File: src/inc/spi_pin_params.svh
// Constants for the multi-line serial pin front end
// What this block does
// Third pin: protect input or data line two
// Host drives protect pin during register writes
// Fourth pin is data only quad, selected
// Reset enabled, quad off: fourth pin resets
// Quad on: fourth pin resets only deselected
// Single-bit commands: in on zero, out one
// Multi-line instruction byte on line zero only
// Host sends pairs or nibbles for address/data
// Device returns pairs or nibbles of read data
// Quad-peripheral mode: everything in nibbles
// Inputs sampled on rising serial clock
// Outputs change after falling, or every edge
// Deselected: ignore inputs, outputs high impedance
// Deselected and idle: enter standby
// Busy flag held during embedded operation
// Select low: active mode, command transfer
// No command before first select fall
// Protect low blocks status/config-one writes silently; code blocks only with status_write_disable_bit set and quad mode off
// Reset needs select high, pin low long
// Select rise returns lines to input
`ifndef SPI_PIN_PARAMS_SVH
`define SPI_PIN_PARAMS_SVH
`define CLK_PERIOD_NS     10
`define RESET_PULSE_NS    200
`define RESET_PULSE_CYC   ((`RESET_PULSE_NS + `CLK_PERIOD_NS - 1) / `CLK_PERIOD_NS)
`define INSTR_BITS        8
`define QUAD_BIT_POS      1
`define RESET_EN_BIT_POS  5
`define SWD_BIT_POS       7
`define BUSY_BIT_POS      1
`endif

File: src/inc/spi_pin_pkg.sv
// Types for the multi-line serial pin front end
package spi_pin_pkg;
  typedef enum logic [1:0] {
    WIDTH_ONE  = 2'h0,
    WIDTH_TWO  = 2'h1,
    WIDTH_FOUR = 2'h3
  } lane_width_t;

  typedef enum logic [1:0] {
    PH_IDLE  = 2'h0,
    PH_INSTR = 2'h1,
    PH_BODY  = 2'h3,
    PH_OUT   = 2'h2
  } phase_t;

  typedef struct packed {
    logic [3:0] o;
    logic [3:0] oe_n;
  } lane_drive_t;

  typedef struct packed {
    logic quad_mode;
    logic reset_pin_en;
    logic status_write_disable_bit;
    logic quad_peripheral_mode;
    logic double_rate;
  } pin_cfg_t;
endpackage

File: src/hdl/spi_pin_sync.sv
// Two-stage synchroniser bank for pin inputs
`timescale 1ns/1ps
module spi_pin_sync #(
  parameter int WIDTH = 6
) (
  // Clock and reset
  input  wire logic             clk,
  input  wire logic             sys_rst,
  // Pins
  input  wire logic [WIDTH-1:0] async_in,
  input  wire logic [WIDTH-1:0] rst_val,
  output logic      [WIDTH-1:0] sync_out
);
  logic [WIDTH-1:0] meta;

  initial begin
    if (WIDTH < 1) begin
      $error("spi_pin_sync: WIDTH must be positive");
    end
  end

  always_ff @(posedge clk) begin
    if (sys_rst) begin
      meta     <= rst_val;
      sync_out <= rst_val;
    end else begin
      meta     <= async_in;
      sync_out <= meta;
    end
  end
endmodule

File: src/hdl/spi_pin_front_end.sv
// Pin role assignment and lane shifting for the multi-line serial slave
`timescale 1ns/1ps
`include "spi_pin_params.svh"
module spi_pin_front_end #(
  parameter int RESET_CYC = `RESET_PULSE_CYC
) (
  // Clock and reset
  input  wire logic                   clk,
  input  wire logic                   sys_rst,
  // Pins to and from host
  input  wire logic                   sck,
  input  wire logic                   cs_n,
  input  wire logic [3:0]             data_line_i,
  output logic      [3:0]             data_line_o,
  output logic      [3:0]             data_line_oe_n,
  // Configuration
  input  wire spi_pin_pkg::pin_cfg_t  cfg,
  input  wire spi_pin_pkg::lane_width_t body_width,
  // Core side
  input  wire logic                   embedded_busy,
  input  wire logic                   reg_write_req,
  input  wire logic                   reg_write_targets_one,
  input  wire logic                   out_start,
  input  wire logic [7:0]             out_byte,
  output logic                        out_taken,
  output logic [7:0]                  instr_byte,
  output logic                        instr_valid,
  output logic [3:0]                  body_nibble,
  output logic                        body_valid,
  output logic                        reg_write_allowed,
  output logic                        write_protect_level,
  output logic                        hw_reset,
  output logic                        write_in_progress_flag,
  output logic                        standby,
  output logic                        armed
);
  import spi_pin_pkg::*;

  initial begin
    if (RESET_CYC < 1) begin
      $error("spi_pin_front_end: RESET_CYC must be at least one");
    end
    if (RESET_CYC > 255) begin
      $error("spi_pin_front_end: RESET_CYC must fit eight bits");
    end
  end

  // Synchronised pins
  logic [5:0] pins_s;
  spi_pin_sync #(.WIDTH(6)) u_sync (
    .clk      (clk),
    .sys_rst  (sys_rst),
    .async_in ({sck, cs_n, data_line_i}),
    .rst_val  (6'h1f),
    .sync_out (pins_s)
  );

  wire       sck_s  = pins_s[5];
  wire       cs_s   = pins_s[4];
  wire [3:0] din    = pins_s[3:0];

  logic       sck_d;
  logic       cs_d;
  wire        sck_rise = sck_s & ~sck_d;
  wire        sck_fall = ~sck_s & sck_d;
  wire        cs_fall  = ~cs_s & cs_d;
  wire        cs_rise  = cs_s & ~cs_d;
  wire        selected = ~cs_s & armed;

  // Pin roles
  wire wp_role    = ~cfg.quad_mode;
  wire line3_data = cfg.quad_mode & ~cs_s;
  wire rst_role   = cfg.reset_pin_en & (~cfg.quad_mode | cs_s); // see

  // Lane count of a body width
  function automatic logic [2:0] lanes_of(input lane_width_t w);
    case (w)
      WIDTH_TWO: begin
        lanes_of = 3'h2;
      end
      WIDTH_FOUR: begin
        lanes_of = 3'h4;
      end
      default: begin
        lanes_of = 3'h1;
      end
    endcase
  endfunction

  // Lines used for a lane count; one lane answers on line one
  function automatic logic [3:0] lane_use(input logic [2:0] lanes);
    case (lanes)
      3'h4: begin
        lane_use = 4'hf;
      end
      3'h2: begin
        lane_use = 4'h3;
      end
      default: begin
        lane_use = 4'h2;
      end
    endcase
  endfunction

  // Pin image of the top bits of the output shifter
  function automatic logic [3:0] lane_image(input logic [2:0] lanes, input logic [7:0] sh);
    case (lanes)
      3'h4: begin
        lane_image = sh[7:4];
      end
      3'h2: begin
        lane_image = {2'h0, sh[7:6]};
      end
      default: begin
        lane_image = {2'h0, sh[7], 1'b0};
      end
    endcase
  endfunction

  phase_t     phase;
  phase_t     next_phase;
  logic [3:0] bit_cnt;
  logic [7:0] shreg;
  logic [7:0] out_sh;
  logic [3:0] out_cnt;
  logic [7:0] rst_cnt;
  logic [3:0] lane_allow;
  logic [3:0] next_oe_n;
  logic [3:0] body_next;

  wire        instr_quad  = cfg.quad_peripheral_mode;
  wire [2:0]  in_lanes    = (phase == PH_INSTR) ? (instr_quad ? 3'h4 : 3'h1)
                          : (instr_quad ? 3'h4 : lanes_of(body_width));
  wire [2:0]  out_lanes   = instr_quad ? 3'h4 : lanes_of(body_width);
  wire [3:0]  next_bits   = bit_cnt + {1'b0, in_lanes};
  wire [3:0]  next_out    = out_cnt + {1'b0, out_lanes};
  wire        out_edge    = cfg.double_rate ? (sck_rise | sck_fall) : sck_fall;
  wire [7:0]  instr_next  = (in_lanes == 3'h4) ? {shreg[3:0], din}
                          : {shreg[6:0], din[0]};
  wire [3:0]  out_image   = lane_image(out_lanes, out_sh);     // see
  wire [3:0]  out_used    = lane_use(out_lanes);
  wire [7:0]  out_shifted = out_sh << out_lanes;

  // Line two stays a protect input outside quad mode
  for (genvar g = 0; g < 4; g++) begin : g_lane
    if (g == 3) begin : g_three
      assign lane_allow[g] = line3_data;
    end else if (g == 2) begin : g_two
      assign lane_allow[g] = cfg.quad_mode;
    end else begin : g_low
      assign lane_allow[g] = 1'b1;
    end
    assign next_oe_n[g] = ~(out_used[g] & lane_allow[g]);
    assign body_next[g] = (g < in_lanes) ? din[g] : 1'b0;
  end

  always_comb begin
    next_phase = phase;
    case (phase)
      PH_IDLE: begin
        if (selected) next_phase = PH_INSTR;
      end
      PH_INSTR: begin
        if (sck_rise && next_bits >= 4'h8) next_phase = PH_BODY;
      end
      PH_BODY: begin
        if (out_start) next_phase = PH_OUT;
      end
      PH_OUT: begin
        next_phase = PH_OUT;
      end
      default: begin
        next_phase = PH_IDLE;
      end
    endcase
    if (cs_s) begin
      next_phase = PH_IDLE;                                     // see
    end
  end

  // Pin edge history
  always_ff @(posedge clk) begin
    if (sys_rst) begin
      sck_d <= 1'b0;
      cs_d  <= 1'b1;
    end else begin
      sck_d <= sck_s;
      cs_d  <= cs_s;
    end
  end

  // First select fall arms the command decoder
  always_ff @(posedge clk) begin
    if (sys_rst) begin
      armed <= 1'b0;
    end else if (cs_fall) begin
      armed <= 1'b1;
    end
  end

  always_ff @(posedge clk) begin
    if (sys_rst) begin
      phase <= PH_IDLE;
    end else begin
      phase <= next_phase;
    end
  end

  // Input shifting on rising serial clock
  always_ff @(posedge clk) begin
    if (sys_rst || phase == PH_IDLE) begin
      bit_cnt     <= 4'h0;
      shreg       <= 8'h00;
      instr_valid <= 1'b0;
      body_valid  <= 1'b0;
      instr_byte  <= 8'h00;
      body_nibble <= 4'h0;
    end else begin
      instr_valid <= 1'b0;
      body_valid  <= 1'b0;
      if (sck_rise && phase == PH_INSTR) begin
        shreg   <= instr_next;
        bit_cnt <= next_bits;
        if (next_bits >= 4'h8) begin
          instr_byte  <= instr_next;
          instr_valid <= 1'b1;
        end
      end else if (sck_rise && phase == PH_BODY) begin
        body_nibble <= body_next;
        body_valid  <= 1'b1;
      end
    end
  end

  // Output shifting
  always_ff @(posedge clk) begin
    if (sys_rst || phase != PH_OUT) begin
      out_sh         <= out_byte;
      out_cnt        <= 4'h0;
      out_taken      <= 1'b0;
      data_line_o    <= 4'h0;
      data_line_oe_n <= 4'hf;                                   // see
    end else begin
      out_taken <= 1'b0;
      if (out_edge) begin
        data_line_o    <= out_image;
        data_line_oe_n <= next_oe_n;                            // see
        if (next_out >= 4'h8) begin
          out_sh    <= out_byte;
          out_cnt   <= 4'h0;
          out_taken <= 1'b1;
        end else begin
          out_sh  <= out_shifted;
          out_cnt <= next_out;
        end
      end
    end
  end

  // Protection, reset detect, status
  wire       write_blocked = reg_write_targets_one & wp_role
                           & cfg.status_write_disable_bit & ~din[2];
  wire       rst_low       = rst_role & cs_s & ~din[3];
  wire [7:0] rst_limit     = RESET_CYC[7:0];
  wire       rst_full      = rst_cnt >= rst_limit - 8'h01;

  always_ff @(posedge clk) begin
    if (sys_rst) begin
      rst_cnt  <= 8'h00;
      hw_reset <= 1'b0;
    end else if (!rst_low) begin
      rst_cnt  <= 8'h00;
      hw_reset <= 1'b0;
    end else begin
      if (rst_cnt < rst_limit) begin
        rst_cnt <= rst_cnt + 8'h01;
      end
      hw_reset <= rst_full;
    end
  end

  always_ff @(posedge clk) begin
    if (sys_rst) begin
      write_protect_level    <= 1'b1;
      reg_write_allowed      <= 1'b0;
      write_in_progress_flag <= 1'b0;
      standby                <= 1'b1;
    end else begin
      write_protect_level    <= wp_role ? din[2] : 1'b1;        // see
      reg_write_allowed      <= reg_write_req & ~write_blocked;
      write_in_progress_flag <= embedded_busy;
      standby                <= cs_s & ~embedded_busy;          // see
    end
  end
endmodule

File: config.mk
export PLATFORM = sky130hd
export DESIGN_NAME = spi_pin_front_end
export DESIGN_NICKNAME = d
export VERILOG_FILES = /design/src/inc/spi_pin_pkg.sv /design/src/hdl/spi_pin_sync.sv /design/src/hdl/spi_pin_front_end.sv
export VERILOG_INCLUDE_DIRS = /design/src /design/src/inc
export SDC_FILE = /design/constraint.sdc
export NUM_CORES = 1
export LEC_CHECK = 0
export BUFFER_PORTS_ARGS = -buffer_cell sky130_fd_sc_hd__buf_2
export CORE_MARGIN = 1.5
export CORE_UTILIZATION = 30
export CTS_CLUSTER_SIZE = 10
export DETAILED_ROUTE_END_ITERATION = 16
export SETUP_SLACK_MARGIN = 0.05
export SLEW_MARGIN = 10
export SYNTH_ARGS = -nofsm -noshare
export SYNTH_HDL_FRONTEND = slang
export SYNTH_HIERARCHICAL = 1
export SYNTH_SLANG_ARGS = --single-unit
File: constraint.sdc
create_clock -name clk -period 4.2 [get_ports clk]
set_clock_uncertainty 0.15 [all_clocks]
set_input_delay 0.84 -clock clk [delete_from_list [all_inputs] [get_ports clk]]
set_output_delay 0.84 -clock clk [all_outputs]
set_load 0.1 [all_outputs]
## Word-level counts from Yosys, hierarchy flattened

Index checks and enable logic that the tools add are counted.

- Reductions and logical operators: 16
- $add $sub $neg: 3
- Mux-type cells: 23
- Equal/unequal tests: 12
- $lt $le $gt $ge: 8
- Bitwise gates (word level): 32
- Shift-type cells: 1

Operators with widths:

| kind | count |
|---|---|
| 8-bit 2-to-1 mux | 4 |
| 4-bit case mux with 2 select lines | 2 |
| 1-bit AND | 15 |
| 1-bit NOT | 15 |
| 2-bit OR reduction | 6 |
| 3-bit 2-to-1 mux | 3 |
| 4-bit by 3-bit adder with 4-bit output | 2 |
| 8-bit by 1-bit adder with 8-bit output, second input constant | 1 |
| 4-bit >= comparator, second input constant | 2 |
| 8-bit by 5-bit >= comparator with 1-bit output, second input constant | 1 |
| 8-bit by 5-bit < comparator with 1-bit output, second input constant | 1 |
| 1-bit 2-to-1 mux | 8 |
| 2-bit case mux with 4 select lines | 1 |
| 8-bit by 3-bit << shifter with 8-bit output | 1 |
| 2-bit equality test, second input constant | 3 |
| 3-bit equality test, second input constant | 2 |
| 1-bit by 3-bit < comparator with 1-bit output, first input constant | 2 |
| 2-bit by 3-bit < comparator with 1-bit output, first input constant | 2 |
| 2-bit 2-to-1 mux | 3 |
| 2-bit != test, second input constant | 3 |
| 3-bit case mux with 2 select lines | 1 |
| 2-bit by 1-bit equality test with 1-bit output, second input constant | 2 |
| 4-bit 2-to-1 mux | 1 |
| 2-bit AND reduction | 2 |
| 8 further kinds | 12 |

- Output and inout bits: 29
- Logic and storage cells: 118
- Register bits: 76
- Input bits: 27

## Logic depth before layout (Yosys ltp)

Gate-level depths: netlist of run 1.

- Depth after elaboration: 9
- Mapped depth: 10
- Mapped depth without buffers: 8

## Modules after synthesis

Netlist of run 1, hierarchy kept.

Modules (own cells, without submodules):

| module | sequential area each (sq um) | area each (sq um) | cells each | times used |
|---|---|---|---|---|
| spi_pin_front_end | 1361.3 | 2922.8 | 298 | 1 |
| spi_pin_sync | 240.2 | 424.2 | 25 | 1 |

## Worst setup path after synthesis of run 1

OpenSTA, ideal clock, no wires.

- Path kind: in2reg
- Start: in body_width[1]
- End: reg out_sh[2], data pin
- Required time: 3.790 ns
- Data arrival time: 2.861 ns
- Cell stages on the path: 7
- Library setup time: 0.260 ns
- Path buffers: 1
- Setup slack: 0.929 ns
- Path through: clkbuf_1 nor3_1 ha_1 a21o_1 a21oi_4 mux2i_4 mux2_4

- Longest elaborated chain between the ends: 8
- Elaborated cells between the ends (all ways): 10
- Classes of those cells: 1 x add/sub; 1 x order compare; 2 x eq/ne; 1 x shift; 5 x mux

RTL lines:

| item | RTL line | source |
|---|---|---|
| from (decl) | spi_pin_front_end.sv:18 | `input wire spi_pin_pkg::lane_width_t body_width,` |
| 2-bit equality test / 2-bit by 1-bit equality test with 1-bit output (equally long branches) | spi_pin_front_end.sv:77 | `case (w)` |
| 3-bit case mux with 2 select lines (*) | spi_pin_front_end.sv:77 |  |
| 3-bit 2-to-1 mux (*) | spi_pin_front_end.sv:134 | `wire [2:0] out_lanes = instr_quad ? 3'h4 : lanes_of(body_width);` |
| 4-bit by 3-bit adder with 4-bit output | spi_pin_front_end.sv:136 | `wire [3:0] next_out = out_cnt + {1'b0, out_lanes};` |
| 4-bit >= comparator | spi_pin_front_end.sv:248 | `if (next_out >= 4'h8) begin` |
| 8-bit 2-to-1 mux (*) | spi_pin_front_end.sv:248 |  |
| 8-bit 2-to-1 mux (*) | spi_pin_front_end.sv:245 | `if (out_edge) begin` |
| 8-bit 2-to-1 mux (*) | spi_pin_front_end.sv:237 | `if (sys_rst \|\| phase != PH_OUT) begin` |
| to (signal assigned) | spi_pin_front_end.sv:238 | `out_sh <= out_byte;` |
| to (signal assigned) | spi_pin_front_end.sv:249 | `out_sh <= out_byte;` |
| to (signal assigned) | spi_pin_front_end.sv:253 | `out_sh <= out_shifted;` |
| to (decl) | spi_pin_front_end.sv:124 | `logic [7:0] out_sh;` |

Mark *: on every way between the ends. The rest lies on a longest branch, timed or not. The select of a mux whose other input is x is not followed.
A chain may end at the register's enable or synchronous reset.

## Worst setup path in the final report of run 1

- Start: reg phase[0]
- End: reg instr_byte[7]

- Longest elaborated chain between the ends: 5
- Elaborated cells between the ends (all ways): 10
- Classes of those cells: 1 x add/sub; 1 x order compare; 2 x eq/ne; 2 x mux; 4 x reduce/logical

RTL lines:

| item | RTL line | source |
|---|---|---|
| from (decl) | spi_pin_front_end.sv:120 | `phase_t phase;` |
| from (signal assigned) | spi_pin_front_end.sv:205 | `phase <= next_phase;` |
| 2-bit by 1-bit equality test with 1-bit output | spi_pin_front_end.sv:132, spi_pin_front_end.sv:221 |  |
| 3-bit 2-to-1 mux | spi_pin_front_end.sv:132 | `wire [2:0] in_lanes = (phase == PH_INSTR) ? (instr_quad ? 3'h4 : 3'h1)` |
| 4-bit by 3-bit adder with 4-bit output | spi_pin_front_end.sv:135 | `wire [3:0] next_bits = bit_cnt + {1'b0, in_lanes};` |
| 4-bit >= comparator | spi_pin_front_end.sv:224 | `if (next_bits >= 4'h8) begin` |
| 2-bit AND reduction (no line) | -- |  |
| to (signal assigned) | spi_pin_front_end.sv:225 | `instr_byte <= instr_next;` |
| to (decl) | spi_pin_front_end.sv:26 | `output logic [7:0] instr_byte,` |

Several ways; a longest one is shown, not always the timed one.

==> results.txt, run 1 <==
* Hold EP: rst_cnt[7]
- Of the total power, the clock network draws 0.411.
- The die is 108.6 um wide.
- Counting instances, the worst hold path has a depth of 2.
- Final wirelength: 7255 um
* Fraction of synthesis flops using an asynchronous set or reset pin: 0
- The finished cells cover 3983 sq um.
* Overall global routing resource usage: 0.1312
* Share of total power in sequential cells: 0.499
* Post-synthesis sequential area ratio: 0.4785
* Via count of the first global-routing pass: 2394
- Synthesis produced about 320 cells.
- Quantity of I/O buffers inserted on ports: 55
- Data on the critical path arrives at its endpoint at 3120 ps.
- The worst register-to-register path ends at instr_byte[7].
* CTS Root Buffer Type: clkbuf_8
- Counting every sink on the clock net gives 76.
* Data required time of the critical path: roughly 4300 ps
- Max Fclk: around 330 MHz
* RSZ-0062 raised after global routing: false
* Count of synthesis-stage warnings from yosys: 6
- Power density cells: ~390 nW/um^2
- In this run the critical register-to-register path is launched from phase[0].
* Clock H-tree levels: 3
- Number of distinct library cell variants in the gate-level netlist after synthesis: 54
- Remaining antenna violation count: 0
- Post-detailed-route via-to-cell ratio: 4.686
- The longest clock path from root to sink contains 2 buffers.
* TritonRoute pass-1 iters: 4
- Overall overflow remaining after global route: 0
* Number of fill cells in the layout: 1111
- Via count: 2493
- I/O pin count: 56
- Switching Power: about 0.37 mW
- Clock-pin slew reported for the worst setup and hold paths after clock tree synthesis: about 80 ps
- Initial standard-cell utilization of the core: 0.3087
* Setup Buffers After CTS: 0
- TritonCTS buffer count: 9
- At the pin with the least slew margin, the transition time is 1116 ps.
* Leakage power: approximately 1.7 nW
- The clock period could shrink to 3013 ps.
- For this run, the slowest stage of the critical path takes 480 ps.
- A synthesized cell averages slightly above 10 sq um.
- The worst hold path belongs to the class reg2reg.
- Of the total power, the share spent switching nets is 0.2415.
* Net count, final: 426
- Of the post-synthesis cell area, the dominant cell type holds 0.4067.
- Number of enable-type register cells in the synthesized netlist: 8
- Die extent in y: 108.6 um
- TritonCTS built the clock tree.
- Maximum number of pins on one net before global-route repair: 26
- Number of endpoints failing setup at the final stage: 0
* Worst hold slack across all endpoints: 278.7 ps
* Fraction of final layout cells with drive strength greater than 1: 0.2628
- For the worst-skew pair, the clock arrives at the later sink with an insertion delay of 360 ps.
- Post-Place Cell Area: about 3800 sq um
- The worst register-to-register path has a depth of 7.
* Cell type with the highest aggregate area in the netlist: dfxtp_1
- TNS Setup: 0 ps
* Beginning of the worst hold path: rst_cnt[7]
- Diodes inserted: 0
- Routability-driven placement finished with a final weighted congestion of 0.8258.
- Ordered cell list for the critical path: or2b_2, a31o_2, ha_1, a21oi_1, and4_1, nor3_1, a211oi_1
- By area the synthesized netlist is led by dfxtp_1 (41%), edfxtp_1 (7.2%), mux2_4 (7.2%).
- The worst setup path is of the reg2reg kind.
* Final routed wire length divided by cell count: 13.64 um
- Remaining max-slew budget at the tightest pin: 0.2543
- Remaining design rule violation count: 0
* Hold violation count in the final report: 0
- On the critical path, the stage with the largest delay is an instance of dfxtp_1.
- Max-cap violations in this run came to 0.
- Max rail drop VDD: about 0.17 mV
- Estimated wirelength of the detail-placed design: around 5300 um
- Overall die area: around 12000 sq um
- Counting flops and latches in the post-synthesis netlist gives 76.
* Max-slew violation count: 0
- In this run the worst path has a maximum fanout of 10.
* Post-Syn Area: about 3300 sq um
- Row count: 38
- Pint: 1.164 mW
- Among cell families on the critical path, the largest total delay comes from compound AO/OA/AOI/OAI gates.
- The share of total power dissipated in combinational logic is 0.091.
- The worst setup path is captured at a flip-flop.
- The worst setup path is launched from a flip-flop.
- Initial antenna violation count: 0
- The first global-routing pass estimated between 10000 and 15000 um of wire.
- For flop-to-flop paths, the worst setup slack is 1190 ps.
- CP bufs+invs: 0
- Post-CTS resize count: 0
- Period utilisation layout: 0.7173
* Run status: finished, final reports clean
- Most used DFF post-synth: dfxtp_1
- Compared with the post-synthesis result, the final layout area differs by 18.99%.
- Hold_buf cts: 0
* Number of design-rule violations left by the first detailed-router iteration: 138
* Core Box Area: 10840 sq um
==> flip-flops by register name, summed over array words and instances (netlist names), 6 cells and up <==
signal and count:
shreg 7, u_sync/sync_out 6, rst_cnt 8, u_sync/meta 6, out_sh 8, instr_byte 8
==> synthesized netlist by cell type (all sizes together) (2+ instances only) <==
library cell / instances
a211oi: 10
a21o: 3
a21oi: 14
a22o: 3
a22oi: 10
a31oi: 2
a41oi: 2
and2: 4
and3: 4
buf: 7
clkbuf: 6
conb: 2
dfxtp: 68
edfxtp: 8
fa: 2
ha: 9
inv: 10
mux2: 18
mux2i: 11
nand2: 26
nand3: 12
nand3b: 3
nand4b: 4
nor2: 34
nor2b: 3
nor3: 12
o21ai: 15
xnor2: 2
xor2: 4
==> logic make-up (layout without fill, tap and decap cells) <==
group           count (synthesis)  after routing  share of synthesized area
compound gates                 66             66                     0.1353
xor+xnor                        6              6                    0.01570
fa+ha+maj                      11             11                    0.04561
buf+inv                        23             82                    0.03962
flops                          76             76                     0.4785
mux                            29             29                     0.1151
other cells                     2             12                   0.002244
simple gates                  110            110                     0.1679
==> tightest hold or removal path, delay by kind of cell (launching register included) <==
family,cells,cell delay [ps]
AND/OR/NAND/NOR,1,30
flip-flops,1,310
buffers and inverters,1,40
==> metal layers <==
layer	routed length (um)	GRT usage	vias to the layer above
met5	0	0	-
met4	214	0.08835	0
met3	401	0.03168	15
met2	3281	0.2004	60
met1	3357	0.1638	1146
li1	-	-	1272
==> metrics by stage <==
stage / setup WS [ps] / power (mW) / cells / util
2_1_floorplan: 929.0 / 0.8860 / 333 / -
3_3_place_gp: 949.7 / 0.9193 / 517 / 0.3464
3_5_place_dp: 903.0 / 0.9220 / 517 / 0.3464
4_1_cts: 1202 / 1.552 / 532 / 0.3674
5_1_grt: 984.9 / 1.592 / 532 / 0.3674
6_report: 1187 / 1.535 / 532 / 0.3674
==> cell usage in the layout (no fill, tap or decap), drive strengths merged, types with 11 or more instances in the layout <==
cell type / n
dfxtp: 68
buf: 57
nor2: 34
nand2: 26
mux2: 18
o21ai: 15
a21oi: 14
nor3: 12
nand3: 12
conb: 12
clkbuf: 12
mux2i: 11
==> worst max-delay path by stage <==
stage,startpoint,endpoint,cells after the start
2_1_floorplan,body_width[1],out_sh[2],7
3_3_place_gp,body_width[0],out_sh[7],8
3_5_place_dp,body_width[0],out_sh[7],8
4_1_cts,phase[0],instr_byte[7],7
5_1_grt,phase[0],instr_byte[4],7
6_report,phase[0],instr_byte[7],7
==> final cells by class <==
cell class	instances	area, sq um	area share
Multi-Input combinational cell	234	1650	0.4144
Sequential cell	76	1602	0.4021
Timing Repair Buffer	57	290.3	0.07289
Clock buffer	12	187.7	0.04713
Tap cell	140	175.2	0.04398
Clock inverter	3	40.04	0.01005
Inverter	10	37.54	0.009425
==> power by group through the flow <==
stage,sequential (mW),clock (mW),combinational [mW]
finish,0.766,0.630,0.139
CTS,0.766,0.646,0.140
global route,0.769,0.671,0.152
detailed placement,0.783,0,0.139
floorplan,0.802,0,0.0837
global placement,0.783,0,0.137
Power figures use the tool's default switching activity.
==> run 2, diff against run 1 <==
==> constraint.sdc (replaced) <==
create_clock -name clk -period 2.8 [get_ports clk]
set_clock_uncertainty 0.15 [all_clocks]
set_input_delay 0.56 -clock clk [delete_from_list [all_inputs] [get_ports clk]]
set_output_delay 0.56 -clock clk [all_outputs]
set_load 0.1 [all_outputs]
==> run 2 against run 1 <==
Sequential share of layout area decreased by 0.63 points; global-route usage increased by 0.31 points; setup slack got worse by 830 ps; clock power increased by 26%.
==> results.txt, run 2 (synthesis results as in run 1) <==
- The flow ran to the end, and the final reports show no timing, DRC or antenna violations.
- Clock network fraction of total power: 0.367
- The region available for standard cell placement spans 10840 sq um.
- From synthesis to final layout, the design area changed by 20.90%.
- Via count: 2609
* Category of the critical setup timing path: reg2reg
- Counting I/O delays and the setup requirement, the final critical path takes 2442 ps.
- Finished Core Util: 0.3733
- The initial utilization of the core area, before any placement, comes to 0.3087.
- Post-CTS repair changed the size of 0 cells.
- Die extent in x: 108.6 um
* I/O pin count: 56
- Critical-path maximum fanout: 9
- Slew at the pin closest to its max-slew limit: 524.6 ps
- Fraction of final layout cells with drive strength greater than 1: 0.2889
* Type of the tightest min-delay check: in2reg
- Final hold analysis gives a worst-case slack of 268.6 ps.
- Leaving out fill and tap cells, the most frequent cell in the layout is dfxtp_1.
- Max-slew violation count: 0
* Final wirelength: roughly 7400 um
- Quantity of I/O buffers inserted on ports: 55
- Pint: ~1.6 mW
- CP endpoint kind: flip-flop
- Setup repair after global routing left no endpoint under its margin.
- Initial antenna violation count: 0
- Prior to clock tree synthesis, the placed netlist has a worst setup slack of -0.3331 ps.
- Headroom to the max-slew limit came out at 0.6476.
- The count of nets left with antenna violations once routing finished came out at 0.
* Net count, final: 439
- Of the total power, the share spent switching nets is 0.2650.
* Hold_buf cts: 0
- STA classifies the critical path startpoint as a flip-flop.
- TritonCTS built the clock tree.
- Across every metal layer, demand over resource in global routing totals 0.1344.
- At the worst endpoint, the arrival time is approximately 2600 ps.
- Max-capacitance violation count: 0
- In the routed design, unresolved DRC markers number 0.
* Final routed wire length divided by cell count: 13.61 um
* TritonRoute pass-1 iters: 4
- Number of design-rule violations left by the first detailed-router iteration: 114
* Final non-filler cell area: between 4000 and 5000 sq um
- Hold violation count in the final report: 0
- In this run the core area contains 38 standard-cell rows.
* Clock Sinks: 76
* Combinational cell fraction of total power: 0.103
- Clock-pin slew reported for the worst setup and hold paths after clock tree synthesis: 80 ps
* Setup Buffers After CTS: 0
- Clock latency on the worst-skew pair, taken at its later pin, is around 360 ps.
- Die extent in y: between 100 and 150 um
- Once routing completed, OpenROAD measured the worst setup slack at 357.8 ps.
* Switching Power: 0.5733 mW
* Overall die area: 11800 sq um
* Period utilisation layout: 0.8722
- The library cells used most frequently in the layout, excluding fill and tap cells, are dfxtp_1 (68), buf_2 (55), nor2_1 (32).
- The number of antenna diodes in the final layout is 0.
- Summed over all nets, the half-perimeter wirelength after detailed placement is 5448 um.
- Max Fclk: 409.5 MHz
* Overall overflow remaining after global route: 0
- The clock passes through at most 2 buffers.
- Overall power: 2.163 mW
* Number of endpoints failing setup at the final stage: 0
* Post-Place Cell Area: 3864 sq um
- CTS Root Buffer Type: clkbuf_8
* Via count of the first global-routing pass: about 2500
- The largest registers in the layout are instr_byte: 8 flops, out_sh: 8 flops, rst_cnt: 8 flops.
- After detailed routing, the number of vias per cell comes to 4.787.
* TritonCTS buffer count: 9
- Entering global routing, the biggest net connects 26 pins.
- The analysis attributes to cell leakage a power of 1.754 nW.
- Data required time of the critical path: between 2000 and 3000 ps
- Max rail drop VDD: 0.1666 mV
- Share of total power in sequential cells: 0.531
* Wire length of the first global-routing pass: around 12000 um
* Weighted congestion at the end of routability-driven global placement: 0.8072
* Clock H-tree levels: 3
- For this design the ratio of total power to cell area is 534.6 nW/um^2.
## run 2: layer usage
layer | GRT usage | wire length (um) | part of all wire
met1 | 0.1562 | 3311 | 0.45
met2 | 0.2246 | 3548 | 0.48
met3 | 0.03108 | 368 | 0.050
met4 | 0.08083 | 188 | 0.025
met5 | 0 | 0 | 0
## run 2: through the flow
stage                     instances  TNS [ps]
after floorplan                 333         0
after global placement          530         0
after detailed placement        530   -0.3331
after CTS                       545         0
after global routing            545         0
final                           545         0
## run 2: path summary, 6_finish.rpt
path             startpoint             end  slack [ps]  depth (start not counted)
max                phase[0]   instr_byte[3]         360                          8
min          data_line_i[0]  u_sync/meta[0]         270                          2
max reg2reg        phase[0]   instr_byte[3]         360                          8
min reg2reg      rst_cnt[5]      rst_cnt[5]         280                          2
## run 2: power groups by stage
stage / logic, mW / registers [mW] / clock network, mW
after floorplan: 0.127 / 1.20 / 0
after global placement: 0.218 / 1.17 / 0
after detailed placement: 0.223 / 1.17 / 0
after CTS: 0.224 / 1.15 / 0.815
after global routing: 0.242 / 1.15 / 0.860
final: 0.222 / 1.15 / 0.793
## run 2: area by class of cell
| class | count | area (sq um) |
|---|---|---|
| Multi-Input combinational cell | 234 | 1662 |
| Tap cell | 140 | 175.2 |
| Inverter | 10 | 37.54 |
| Timing Repair Buffer | 70 | 387.9 |
| Fill cell | 1119 | 6794 |
| Clock buffer | 10 | 148.9 |
| Clock inverter | 5 | 33.78 |
| Sequential cell | 76 | 1602 |
## run 2: worst max-delay path: stages (launching register included)
cell and delay (ps):
dfxtp_1 330, or2b_2 310, a31o_2 270, ha_1 320, a21oi_1 160, buf_4 150
and4_1 390, nor3_1 90, a211oi_1 200
